$ cat src/haptic_mode_pkg.sv
// constants of the haptic mode and trigger control block
`default_nettype none
package haptic_mode_pkg;
	localparam logic [7:0] STATUS_ADDR       = 8'h00;
	localparam logic [7:0] MODE_ADDR         = 8'h01;
	localparam logic [7:0] RTP_ADDR          = 8'h02;
	localparam logic [7:0] GO_ADDR           = 8'h0C;
	localparam logic [7:0] CTRL_ADDR         = 8'h1D;
	localparam int         RESET_BIT         = 7;
	localparam int         STANDBY_BIT       = 6;
	localparam int         OUTCOME_BIT       = 3;
	localparam int         GO_BIT            = 0;
	localparam int         FORMAT_BIT        = 3;
	localparam int         ACCOUPLE_BIT      = 5;
	localparam int         ANALOG_BIT        = 1;
	localparam logic       STANDBY_RESET     = 1'b1;
	localparam logic [2:0] MODE_RESET        = 3'h0;
	localparam logic [7:0] RTP_RESET         = 8'h00;
	localparam int         RESET_SPAN_CYC    = 4;
	localparam int         ROUTINE_CYC       = 64;
	typedef enum logic [2:0] {
		M_INTERNAL, M_EDGE, M_LEVEL, M_PWM, M_AUDIO, M_RTP, M_DIAG, M_CAL
	} op_mode_t;
endpackage
`default_nettype wire

$ cat src/routine_if.sv
// start/done handshake between control and the routine timer
`default_nettype none
interface routine_if;
	logic start;
	logic busy;
	logic done;
	logic fail;
	modport ctrl  (output start, input busy, input done, input fail);
	modport timer (input start, output busy, output done, output fail);
endinterface
`default_nettype wire

$ cat src/haptic_mode_trigger_control.sv
// mode register, go bit and trigger logic of the haptic driver
`default_nettype none
module haptic_mode_trigger_control
	import haptic_mode_pkg::*;
#(
	parameter int RESET_CYC = RESET_SPAN_CYC,
	parameter int ROUT_CYC  = ROUTINE_CYC
)(
	input  wire logic       clk,
	input  wire logic       rst,
	input  wire logic       regWr,
	input  wire logic       regRd,
	input  wire logic [7:0] regAddr,
	input  wire logic [7:0] regWdata,
	output var  logic [7:0] regRdata,
	input  wire logic       triggerInputPin,
	input  wire logic       actuatorFault,
	output var  logic       playing,
	output var  logic       cancelPulse,
	output var  logic       driveFromPin,
	output var  logic       pinAnalog,
	output var  logic       pinAcCoupled,
	output var  logic [7:0] driveLevel,
	output var  logic       standby
);
	localparam int RW = $clog2(RESET_CYC + 1);
	// a zero span would leave the reset bit stuck high
	if (RESET_CYC < 1)
	begin : g_bad_reset_span
		$error("RESET_CYC must be positive");
	end
	// ****************************************
	// register state
	// ****************************************
	logic          softReset_r, softReset_nxt;
	logic [RW-1:0] rstCnt_r, rstCnt_nxt;
	logic          standby_r, standby_nxt;
	op_mode_t      mode_r, mode_nxt;
	logic [7:0]    rtp_r, rtp_nxt;
	logic          go_r, go_nxt;
	logic          outcome_r, outcome_nxt;
	logic          fmt_r, fmt_nxt;
	logic          acc_r, acc_nxt;
	logic          ana_r, ana_nxt;
	logic          trig_r;
	logic          cancel_nxt;
	logic [7:0]    rdata_nxt;
	logic [7:0]    drive_nxt;
	logic          routineMode;
	logic          rise, fall;
	routine_if     rt();
	routine_timer #(.CYCLES(ROUT_CYC)) u_timer (
		.clk     (clk),
		.rst     (rst),
		.abort   (softReset_r | ~go_r),
		.faultIn (actuatorFault),
		.rt      (rt)
	);
	assign rise = triggerInputPin & ~trig_r;
	assign fall = ~triggerInputPin & trig_r;
	assign routineMode = (mode_r == M_DIAG) || (mode_r == M_CAL);
	assign rt.start = go_r & routineMode & ~rt.busy & ~rt.done;
	// ****************************************
	// next state
	// ****************************************
	always_comb
	begin
		softReset_nxt = softReset_r;
		rstCnt_nxt = rstCnt_r;
		standby_nxt = standby_r;
		mode_nxt = mode_r;
		rtp_nxt = rtp_r;
		go_nxt = go_r;
		outcome_nxt = outcome_r;
		fmt_nxt = fmt_r;
		acc_nxt = acc_r;
		ana_nxt = ana_r;
		cancel_nxt = 1'b0;
		if (softReset_r)
		begin
			// everything held at default while the reset runs
			standby_nxt = STANDBY_RESET;
			mode_nxt = op_mode_t'(MODE_RESET);
			rtp_nxt = RTP_RESET;
			go_nxt = 1'b0;
			outcome_nxt = 1'b0;
			fmt_nxt = 1'b0;
			acc_nxt = 1'b0;
			ana_nxt = 1'b0;
			rstCnt_nxt = rstCnt_r - 1'b1;
			if (rstCnt_r == RW'(1))
				softReset_nxt = 1'b0;
		end
		else
		begin
			if (regRd && regAddr == STATUS_ADDR)
				outcome_nxt = 1'b0;
			if (regWr)
			begin
				case (regAddr)
					MODE_ADDR:
					begin
						standby_nxt = regWdata[STANDBY_BIT];
						mode_nxt = op_mode_t'(regWdata[2:0]);
					end
					RTP_ADDR: rtp_nxt = regWdata;
					GO_ADDR:
					begin
						go_nxt = regWdata[GO_BIT];
						cancel_nxt = go_r & ~regWdata[GO_BIT];
					end
					CTRL_ADDR:
					begin
						fmt_nxt = regWdata[FORMAT_BIT];
						acc_nxt = regWdata[ACCOUPLE_BIT];
						ana_nxt = regWdata[ANALOG_BIT];
					end
					default: ;
				endcase
			end
			case (mode_r)
				M_EDGE:
				begin
					if (rise && go_r)
					begin
						go_nxt = 1'b0;
						cancel_nxt = 1'b1;
					end
					else if (rise)
						go_nxt = 1'b1;
				end
				M_LEVEL:
				begin
					if (rise && !go_r)
						go_nxt = 1'b1;
					else if (fall && go_r)
					begin
						go_nxt = 1'b0;
						cancel_nxt = 1'b1;
					end
					// matching state: nothing changes
				end
				M_DIAG, M_CAL:
				begin
					if (rt.done)
					begin
						go_nxt = 1'b0;
						outcome_nxt = rt.fail;
					end
				end
				default: ;
			endcase
			// reset request beats trigger edges and routine ends in the same cycle
			// defaults load at once so no output shows the written bits
			if (regWr && regAddr == MODE_ADDR && regWdata[RESET_BIT])
			begin
				softReset_nxt = 1'b1;
				rstCnt_nxt = RW'(RESET_CYC);
				standby_nxt = STANDBY_RESET;
				mode_nxt = op_mode_t'(MODE_RESET);
				rtp_nxt = RTP_RESET;
				go_nxt = 1'b0;
				outcome_nxt = 1'b0;
				fmt_nxt = 1'b0;
				acc_nxt = 1'b0;
				ana_nxt = 1'b0;
				cancel_nxt = go_r;
			end
		end
	end
	always_comb
	begin
		rdata_nxt = 8'h00;
		case (regAddr)
			STATUS_ADDR: rdata_nxt[OUTCOME_BIT] = outcome_r;
			MODE_ADDR:   rdata_nxt = {softReset_r, standby_r, 3'h0, mode_r};
			RTP_ADDR:    rdata_nxt = rtp_r;
			GO_ADDR:     rdata_nxt[GO_BIT] = go_r;
			CTRL_ADDR:   rdata_nxt = {2'h0, acc_r, 1'b0, fmt_r, 1'b0, ana_r, 1'b0};
			default:     rdata_nxt = 8'h00;
		endcase
		// unsigned values are shifted to offset-binary midscale
		drive_nxt = fmt_r ? {~rtp_r[7], rtp_r[6:0]} : rtp_r;
		drive_nxt = (mode_r == M_RTP && !standby_r) ? drive_nxt : 8'h00;
	end
	// ****************************************
	// registers
	// ****************************************
	always_ff @(posedge clk or posedge rst)
	begin
		if (rst)
		begin
			softReset_r <= 1'b0;
			rstCnt_r <= '0;
			standby_r <= STANDBY_RESET;
			mode_r <= op_mode_t'(MODE_RESET);
			rtp_r <= RTP_RESET;
			go_r <= 1'b0;
			outcome_r <= 1'b0;
			fmt_r <= 1'b0;
			acc_r <= 1'b0;
			ana_r <= 1'b0;
			trig_r <= 1'b0;
			regRdata <= 8'h00;
			playing <= 1'b0;
			cancelPulse <= 1'b0;
			driveFromPin <= 1'b0;
			pinAnalog <= 1'b0;
			pinAcCoupled <= 1'b0;
			driveLevel <= 8'h00;
			standby <= 1'b1;
		end
		else
		begin
			softReset_r <= softReset_nxt;
			rstCnt_r <= rstCnt_nxt;
			standby_r <= standby_nxt;
			mode_r <= mode_nxt;
			rtp_r <= rtp_nxt;
			go_r <= go_nxt;
			outcome_r <= outcome_nxt;
			fmt_r <= fmt_nxt;
			acc_r <= acc_nxt;
			ana_r <= ana_nxt;
			trig_r <= triggerInputPin;
			regRdata <= rdata_nxt;
			playing <= go_nxt & ~standby_nxt & ~softReset_nxt;
			cancelPulse <= cancel_nxt;
			driveFromPin <= (mode_nxt == M_PWM || mode_nxt == M_AUDIO) && !standby_nxt;
			pinAnalog <= ana_nxt;
			pinAcCoupled <= acc_nxt;
			driveLevel <= drive_nxt;
			standby <= standby_nxt;
		end
	end
	// ****************************************
	// checks
	// ****************************************
	a_reset_selfclear: assert property (@(posedge clk) disable iff (rst)
		$rose(softReset_r) |-> ##[1:64] !softReset_r) else $error("soft reset did not clear");
	a_reset_defaults: assert property (@(posedge clk) disable iff (rst)
		$fell(softReset_r) |-> standby_r && mode_r == M_INTERNAL && rtp_r == 8'h00 && !go_r
		&& !outcome_r && !fmt_r && !acc_r && !ana_r)
		else $error("registers not at default after soft reset");
	a_edge_sets_go: assert property (@(posedge clk) disable iff (rst)
		mode_r == M_EDGE && rise && !go_r && !regWr && !softReset_r |=> go_r) else $error("edge did not set go");
	a_edge_cancels: assert property (@(posedge clk) disable iff (rst)
		mode_r == M_EDGE && rise && go_r && !softReset_r |=> !go_r && cancelPulse) else $error("second edge no cancel");
	a_level_fall: assert property (@(posedge clk) disable iff (rst)
		mode_r == M_LEVEL && fall && go_r && !softReset_r |=> !go_r) else $error("fall did not cancel");
	a_level_hold: assert property (@(posedge clk) disable iff (rst)
		mode_r == M_LEVEL && rise && go_r && !regWr && !softReset_r |=> go_r && !cancelPulse)
		else $error("matching edge changed go");
	a_internal_nostart: assert property (@(posedge clk) disable iff (rst)
		mode_r == M_INTERNAL && !go_r && !(regWr && regAddr == GO_ADDR) |=> !go_r) else $error("go set without host");
	a_routine_clears: assert property (@(posedge clk) disable iff (rst)
		routineMode && rt.done && !softReset_r && !(regWr && regAddr == MODE_ADDR && regWdata[RESET_BIT])
		|=> !go_r && outcome_r == $past(actuatorFault))
		else $error("routine end not handled");
	a_outcome_read: assert property (@(posedge clk) disable iff (rst)
		regRd && regAddr == STATUS_ADDR && !(routineMode && rt.done) |=> !outcome_r) else $error("outcome not cleared");
	a_mode_reserved: assert property (@(posedge clk) disable iff (rst)
		regRd && regAddr == MODE_ADDR |=> regRdata[5:3] == 3'h0) else $error("reserved bits nonzero");
	c_soft_reset: cover property (@(posedge clk) disable iff (rst) $fell(softReset_r));
	c_edge_cancel: cover property (@(posedge clk) disable iff (rst) mode_r == M_EDGE && cancelPulse);
	c_routine_done: cover property (@(posedge clk) disable iff (rst) mode_r == M_CAL && rt.done);
	c_rtp_drive: cover property (@(posedge clk) disable iff (rst) mode_r == M_RTP && driveLevel != 8'h00);
endmodule
`default_nettype wire

$ cat src/routine_timer.sv
// timer modelling diagnostic and calibration routines
`default_nettype none
module routine_timer
	import haptic_mode_pkg::*;
#(
	parameter int CYCLES = ROUTINE_CYC
)(
	input  wire logic  clk,
	input  wire logic  rst,
	input  wire logic  abort,
	input  wire logic  faultIn,
	routine_if.timer   rt
);
	localparam int W = $clog2(CYCLES + 1);
	logic [W-1:0] cnt_r;
	logic [W-1:0] cnt_nxt;
	logic         done_r;
	logic         done_nxt;
	// a zero length would never raise done
	if (CYCLES < 1)
	begin : g_bad_cycles
		$error("routine_timer: CYCLES must be positive");
	end
	always_comb
	begin
		cnt_nxt = cnt_r;
		done_nxt = 1'b0;
		if (abort)
			cnt_nxt = '0;
		else if (cnt_r != '0)
		begin
			cnt_nxt = cnt_r - 1'b1;
			done_nxt = (cnt_r == W'(1));
		end
		else if (rt.start)
			cnt_nxt = W'(CYCLES);
	end
	always_ff @(posedge clk or posedge rst)
	begin
		if (rst)
		begin
			cnt_r <= '0;
			done_r <= 1'b0;
		end
		else
		begin
			cnt_r <= cnt_nxt;
			done_r <= done_nxt;
		end
	end
	assign rt.busy = (cnt_r != '0);
	assign rt.done = done_r;
	assign rt.fail = faultIn;
endmodule
`default_nettype wire
$ cat config.mk
export PLATFORM = sky130hd
export DESIGN_NAME = haptic_mode_trigger_control
export DESIGN_NICKNAME = d
export VERILOG_FILES = /design/src/haptic_mode_pkg.sv /design/src/routine_if.sv /design/src/haptic_mode_trigger_control.sv /design/src/routine_timer.sv
export SDC_FILE = /design/constraint.sdc
export NUM_CORES = 1
export LEC_CHECK = 0
export BUFFER_PORTS_ARGS = -buffer_cell sky130_fd_sc_hd__buf_2
export CAP_MARGIN = 5
export CORE_UTILIZATION = 55
export CTS_CLUSTER_DIAMETER = 30
export DETAILED_ROUTE_END_ITERATION = 6
export GPL_TIMING_DRIVEN = 0
export PLACE_DENSITY = 0.79
export SYNTH_ARGS = -nofsm -noshare
export SYNTH_HDL_FRONTEND = slang
export SYNTH_HIERARCHICAL = 1
export SYNTH_SLANG_ARGS = --single-unit
export TNS_END_PERCENT = 5
$ cat constraint.sdc
create_clock -name clk -period 1.87 [get_ports clk]
set_input_delay 0.374 -clock clk [delete_from_list [all_inputs] [get_ports clk]]
set_output_delay 0.374 -clock clk [all_outputs]
set_load 0.05 [all_outputs]
==> summary.md <==
| Metric | Value |
|---|---|
| Post-synth top flop | dfrtp_1 |
| Period utilization | 95.4% |
| Startpoint Class | primary input |
| Syn_nets | 244 |
| Routed len/inst | 15.7 um |
| Gr usage total | 24.1% |
| CTS buffer count | 5 |
| Clk root buf | clkbuf_8 |
| Final ANT Viol Nets | 0 |
| Switch share | 31.0% |
| Longest Clk Path Bufs | 2 |
| Worst setup endpoint | rtp_r[5] |
| R2R cell count | 7 |
| Clock Skew | 0.00531 ns |
| Register share of total power | 44.5% |
| Least-Margin Pin Slew | 0.827 ns |
| Die width | 68.8 um |
| CTS tree | built |
| Logic pwr share | 28.1% |
| Internal power | 1.92 mW |
| Synthesis Warnings | 6 |
| Crit Path Max Fanout | 8 |
| Initial antenna violation count | 0 |
| First-pass GRT wire length | 8230 um |
| Worst skew pair latency | 0.31 ns |
| Slew Limit Fails | 0 |
| Via density | 5.86 |
| Reg2reg start | u_timer/cnt_r[2] |
| CTS sink cnt | 49 |
| EDFF count, synth | 0 |
| Hold Fails Final Rpt | 0 |
| Syn Inst Count | 217 |
| Yosys cell types | 58 |
| Starting DRT DRC Count | 143 |
| Max-cap violations | 0 |
| VDD IR max | 0.000851 V |
| Placement Setup Slack | -0.273 ns |
| Layer with the highest usage | met2 |
| Boundary pin count | 44 |
| Synth-to-layout area growth | 17.2% |
| #FFs+latches synth | 49 |
| Min-Delay Path Class | primary input to async pin |
| Clk pwr share | 27.4% |
| Crit path launch | regAddr[3] |
| Starting density of the core | 59.2% |
| Final Wtd Congestion | 0.828 |
| Met3 GRT Util | 4.93% |
| H-tree depth | 2 |
| Final WS setup | 0.0869 ns |
| DPL Wire Length | 3680 um |
| Reg2Reg Setup Slack | 0.15 ns |
| Register area share after synthesis | 50.0% |
| Row cnt | 23 |
| Fillers | 333 |
| Routing usage on met1 | 31.4% |
| Asr flop ratio synth | 100% |
| Sw power | 0.860 mW |
| Vias | 1870 |
| PD cells | 965 mW/mm^2 |
| Nets@finish | 295 |
| Core area | 0.00414 mm^2 |
| Largest net degree at the start of global routing | 42 |
| Worst slew margin | 44.8% |
| Critical setup path kind | primary input to flip-flop |
| Avg Inst Size Synth | 11.3 um^2 |
| Cts hold-fix bufs | 0 |
| Total negative setup slack | 0 ns |
| RSZ-0062 raised after global routing | true |
| Post-Syn Area | 0.00245 mm^2 |
| Final Setup Violations | 0 |
| Post-Route WL | 5020 um |
| Multi-input gate area | 0.00116 mm^2 |
| Flip-flop and latch area | 0.00123 mm^2 |
| Status | finished clean |
| Total grt overflow | 0 |
| Crit path time final | 1.78 ns |
| Pleak | 1.40 nW |
| Clock Pin Slew Worst Setup and Hold Paths | 0.09 ns |
| Setup crit end kind | flip-flop |
| Residual DRC | 0 |
| M2 GR Usage | 39.8% |
| TritonRoute pass-1 iters | 4 |
| Vias in the first global route | 1751 |
| IO buf count | 42 |
| Antenna cell count | 0 |
| Worst EP arrival | 1.98 ns |
| Die ar. | 0.00473 mm^2 |
| Die Span Y | 68.8 um |
| Max Clock Freq | 561 MHz |
| Crit Reg-Reg Endpoint | u_timer/cnt_r[6] |
| Final Power | 2.78 mW |
| Layout cell share with drive strength beyond 1 | 31.6% |
| WP data required | 2.07 ns |
## cell type report
class                      count  area share (%)
sequential                    49            42.7
multi-input combinational    147            40.2
timing repair buffer          44            7.83
clock buffer                   5            2.39
tap                           50            2.17
inverter                      13            1.70
clock inverter                 3            1.61
buffer                         8            1.39
## how the worst min path moves through the flow
stage | end | slack (ns) | cells past startpoint
6_report | u_timer/cnt_r[3] | 0.008 | 2
5_1_grt | u_timer/cnt_r[2] | 0.06 | 2
3_5_place_dp | u_timer/cnt_r[3] | 0.35 | 2
4_1_cts | u_timer/cnt_r[3] | 0.02 | 2
3_3_place_gp | u_timer/cnt_r[3] | 0.34 | 2
2_1_floorplan | u_timer/cnt_r[0] | 0.19 | 1
## per-layer routing
layer	wire length, um	vias up
met5	0	-
met4	55	0
met3	219	5
met2	2420	49
met1	2320	921
li1	-	895
## synthesized netlist by cell type (all sizes together) (4+ instances only)
cell type	number	share of area [%]
a21oi	8	1.8
a22o	10	3.6
a32o	5	2.0
and2	12	3.1
clkbuf	5	0.76
dfrtp	48	49
ha	5	2.5
inv	13	2.0
mux2	7	3.7
nand2	10	1.5
nand2b	5	1.3
nand3	4	1.5
nand4	4	1.0
nor2	13	2.0
nor2b	4	1.0
nor3	9	2.0
o21ai	7	1.6
xnor2	4	1.4
## power by group through the flow
stage	logic [mW]	registers (mW)	clock network [mW]
floorplan	0.559	1.24	0
global placement	0.695	1.25	0
detailed placement	0.722	1.25	0
CTS	0.778	1.23	0.771
global route	0.875	1.25	0.819
finish	0.779	1.24	0.761
## state kept, by name, summed over array words and instances, names as in the netlist, 3 cells and up
name	count
driveLevel	8
rtp_r	8
mode_r	3
regRdata	8
u_timer/cnt_r	7
rstCnt_r	3
## cell families after synthesis
| family | after synthesis | share of synthesized area (%) |
|---|---|---|
| compound gates | 51 | 16.3 |
| xor+xnor | 5 | 1.78 |
| fa+ha+maj | 5 | 2.55 |
| buf+inv | 21 | 3.57 |
| flops | 49 | 50.0 |
| mux | 8 | 4.08 |
| simple gates | 78 | 21.8 |
## critical path, cell delays in order
cell and delay, ns:
buf_2 0.12, nor4_4 0.44, nor4b_4 0.37, and2_1 0.17, buf_4 0.16, o22ai_4 0.11
a32o_1 0.23
## metrics by stage
| step | util, % | cell area, um^2 | hold slack [ns] | std cells |
|---|---|---|---|---|
| after detailed placement | 65.8 | 2730 | 0.355 | 309 |
| after floorplan | - | 2450 | 0.190 | 217 |
| after CTS | 69.1 | 2860 | 0.0213 | 319 |
| after global routing | 69.4 | 2880 | 0.0556 | 319 |
| after global placement | 65.8 | 2730 | 0.340 | 309 |
| final | 69.4 | 2880 | 0.00845 | 319 |
## layout by cell type (no fill, tap or decap), types with 2 or more instances in the layout
cell type,netlist,routed
nor2_1,13,12
clkbuf_1,5,4
and2_1,11,11
xnor2_1,4,4
nor3_1,8,8
o22ai_1,2,2
a22oi_1,3,3
a32o_1,5,5
and3_1,2,2
ha_1,5,4
nand2_1,10,10
a211oi_1,2,2
a311oi_1,3,3
nand2b_1,5,5
dfrtp_1,48,48
nor3b_1,3,2
nand3_1,2,2
clkbuf_8,0,5
inv_2,0,3
nor4_4,2,2
buf_4,2,4
mux2_4,3,3
buf_2,1,43
a22o_1,10,10
o21ai_0,5,5
mux2_2,4,4
nand4_1,4,4
inv_1,13,10
nor2b_1,4,4
a21oi_1,7,7
nor4b_4,2,2
## what timing repair did
action / CTS / global route
resized for setup: 2 / 6
setup buffers: 2 / 0
endpoints found under the setup margin: 1 / 13
pin swaps: 0 / 3
(Power assumes the default switching activity.)
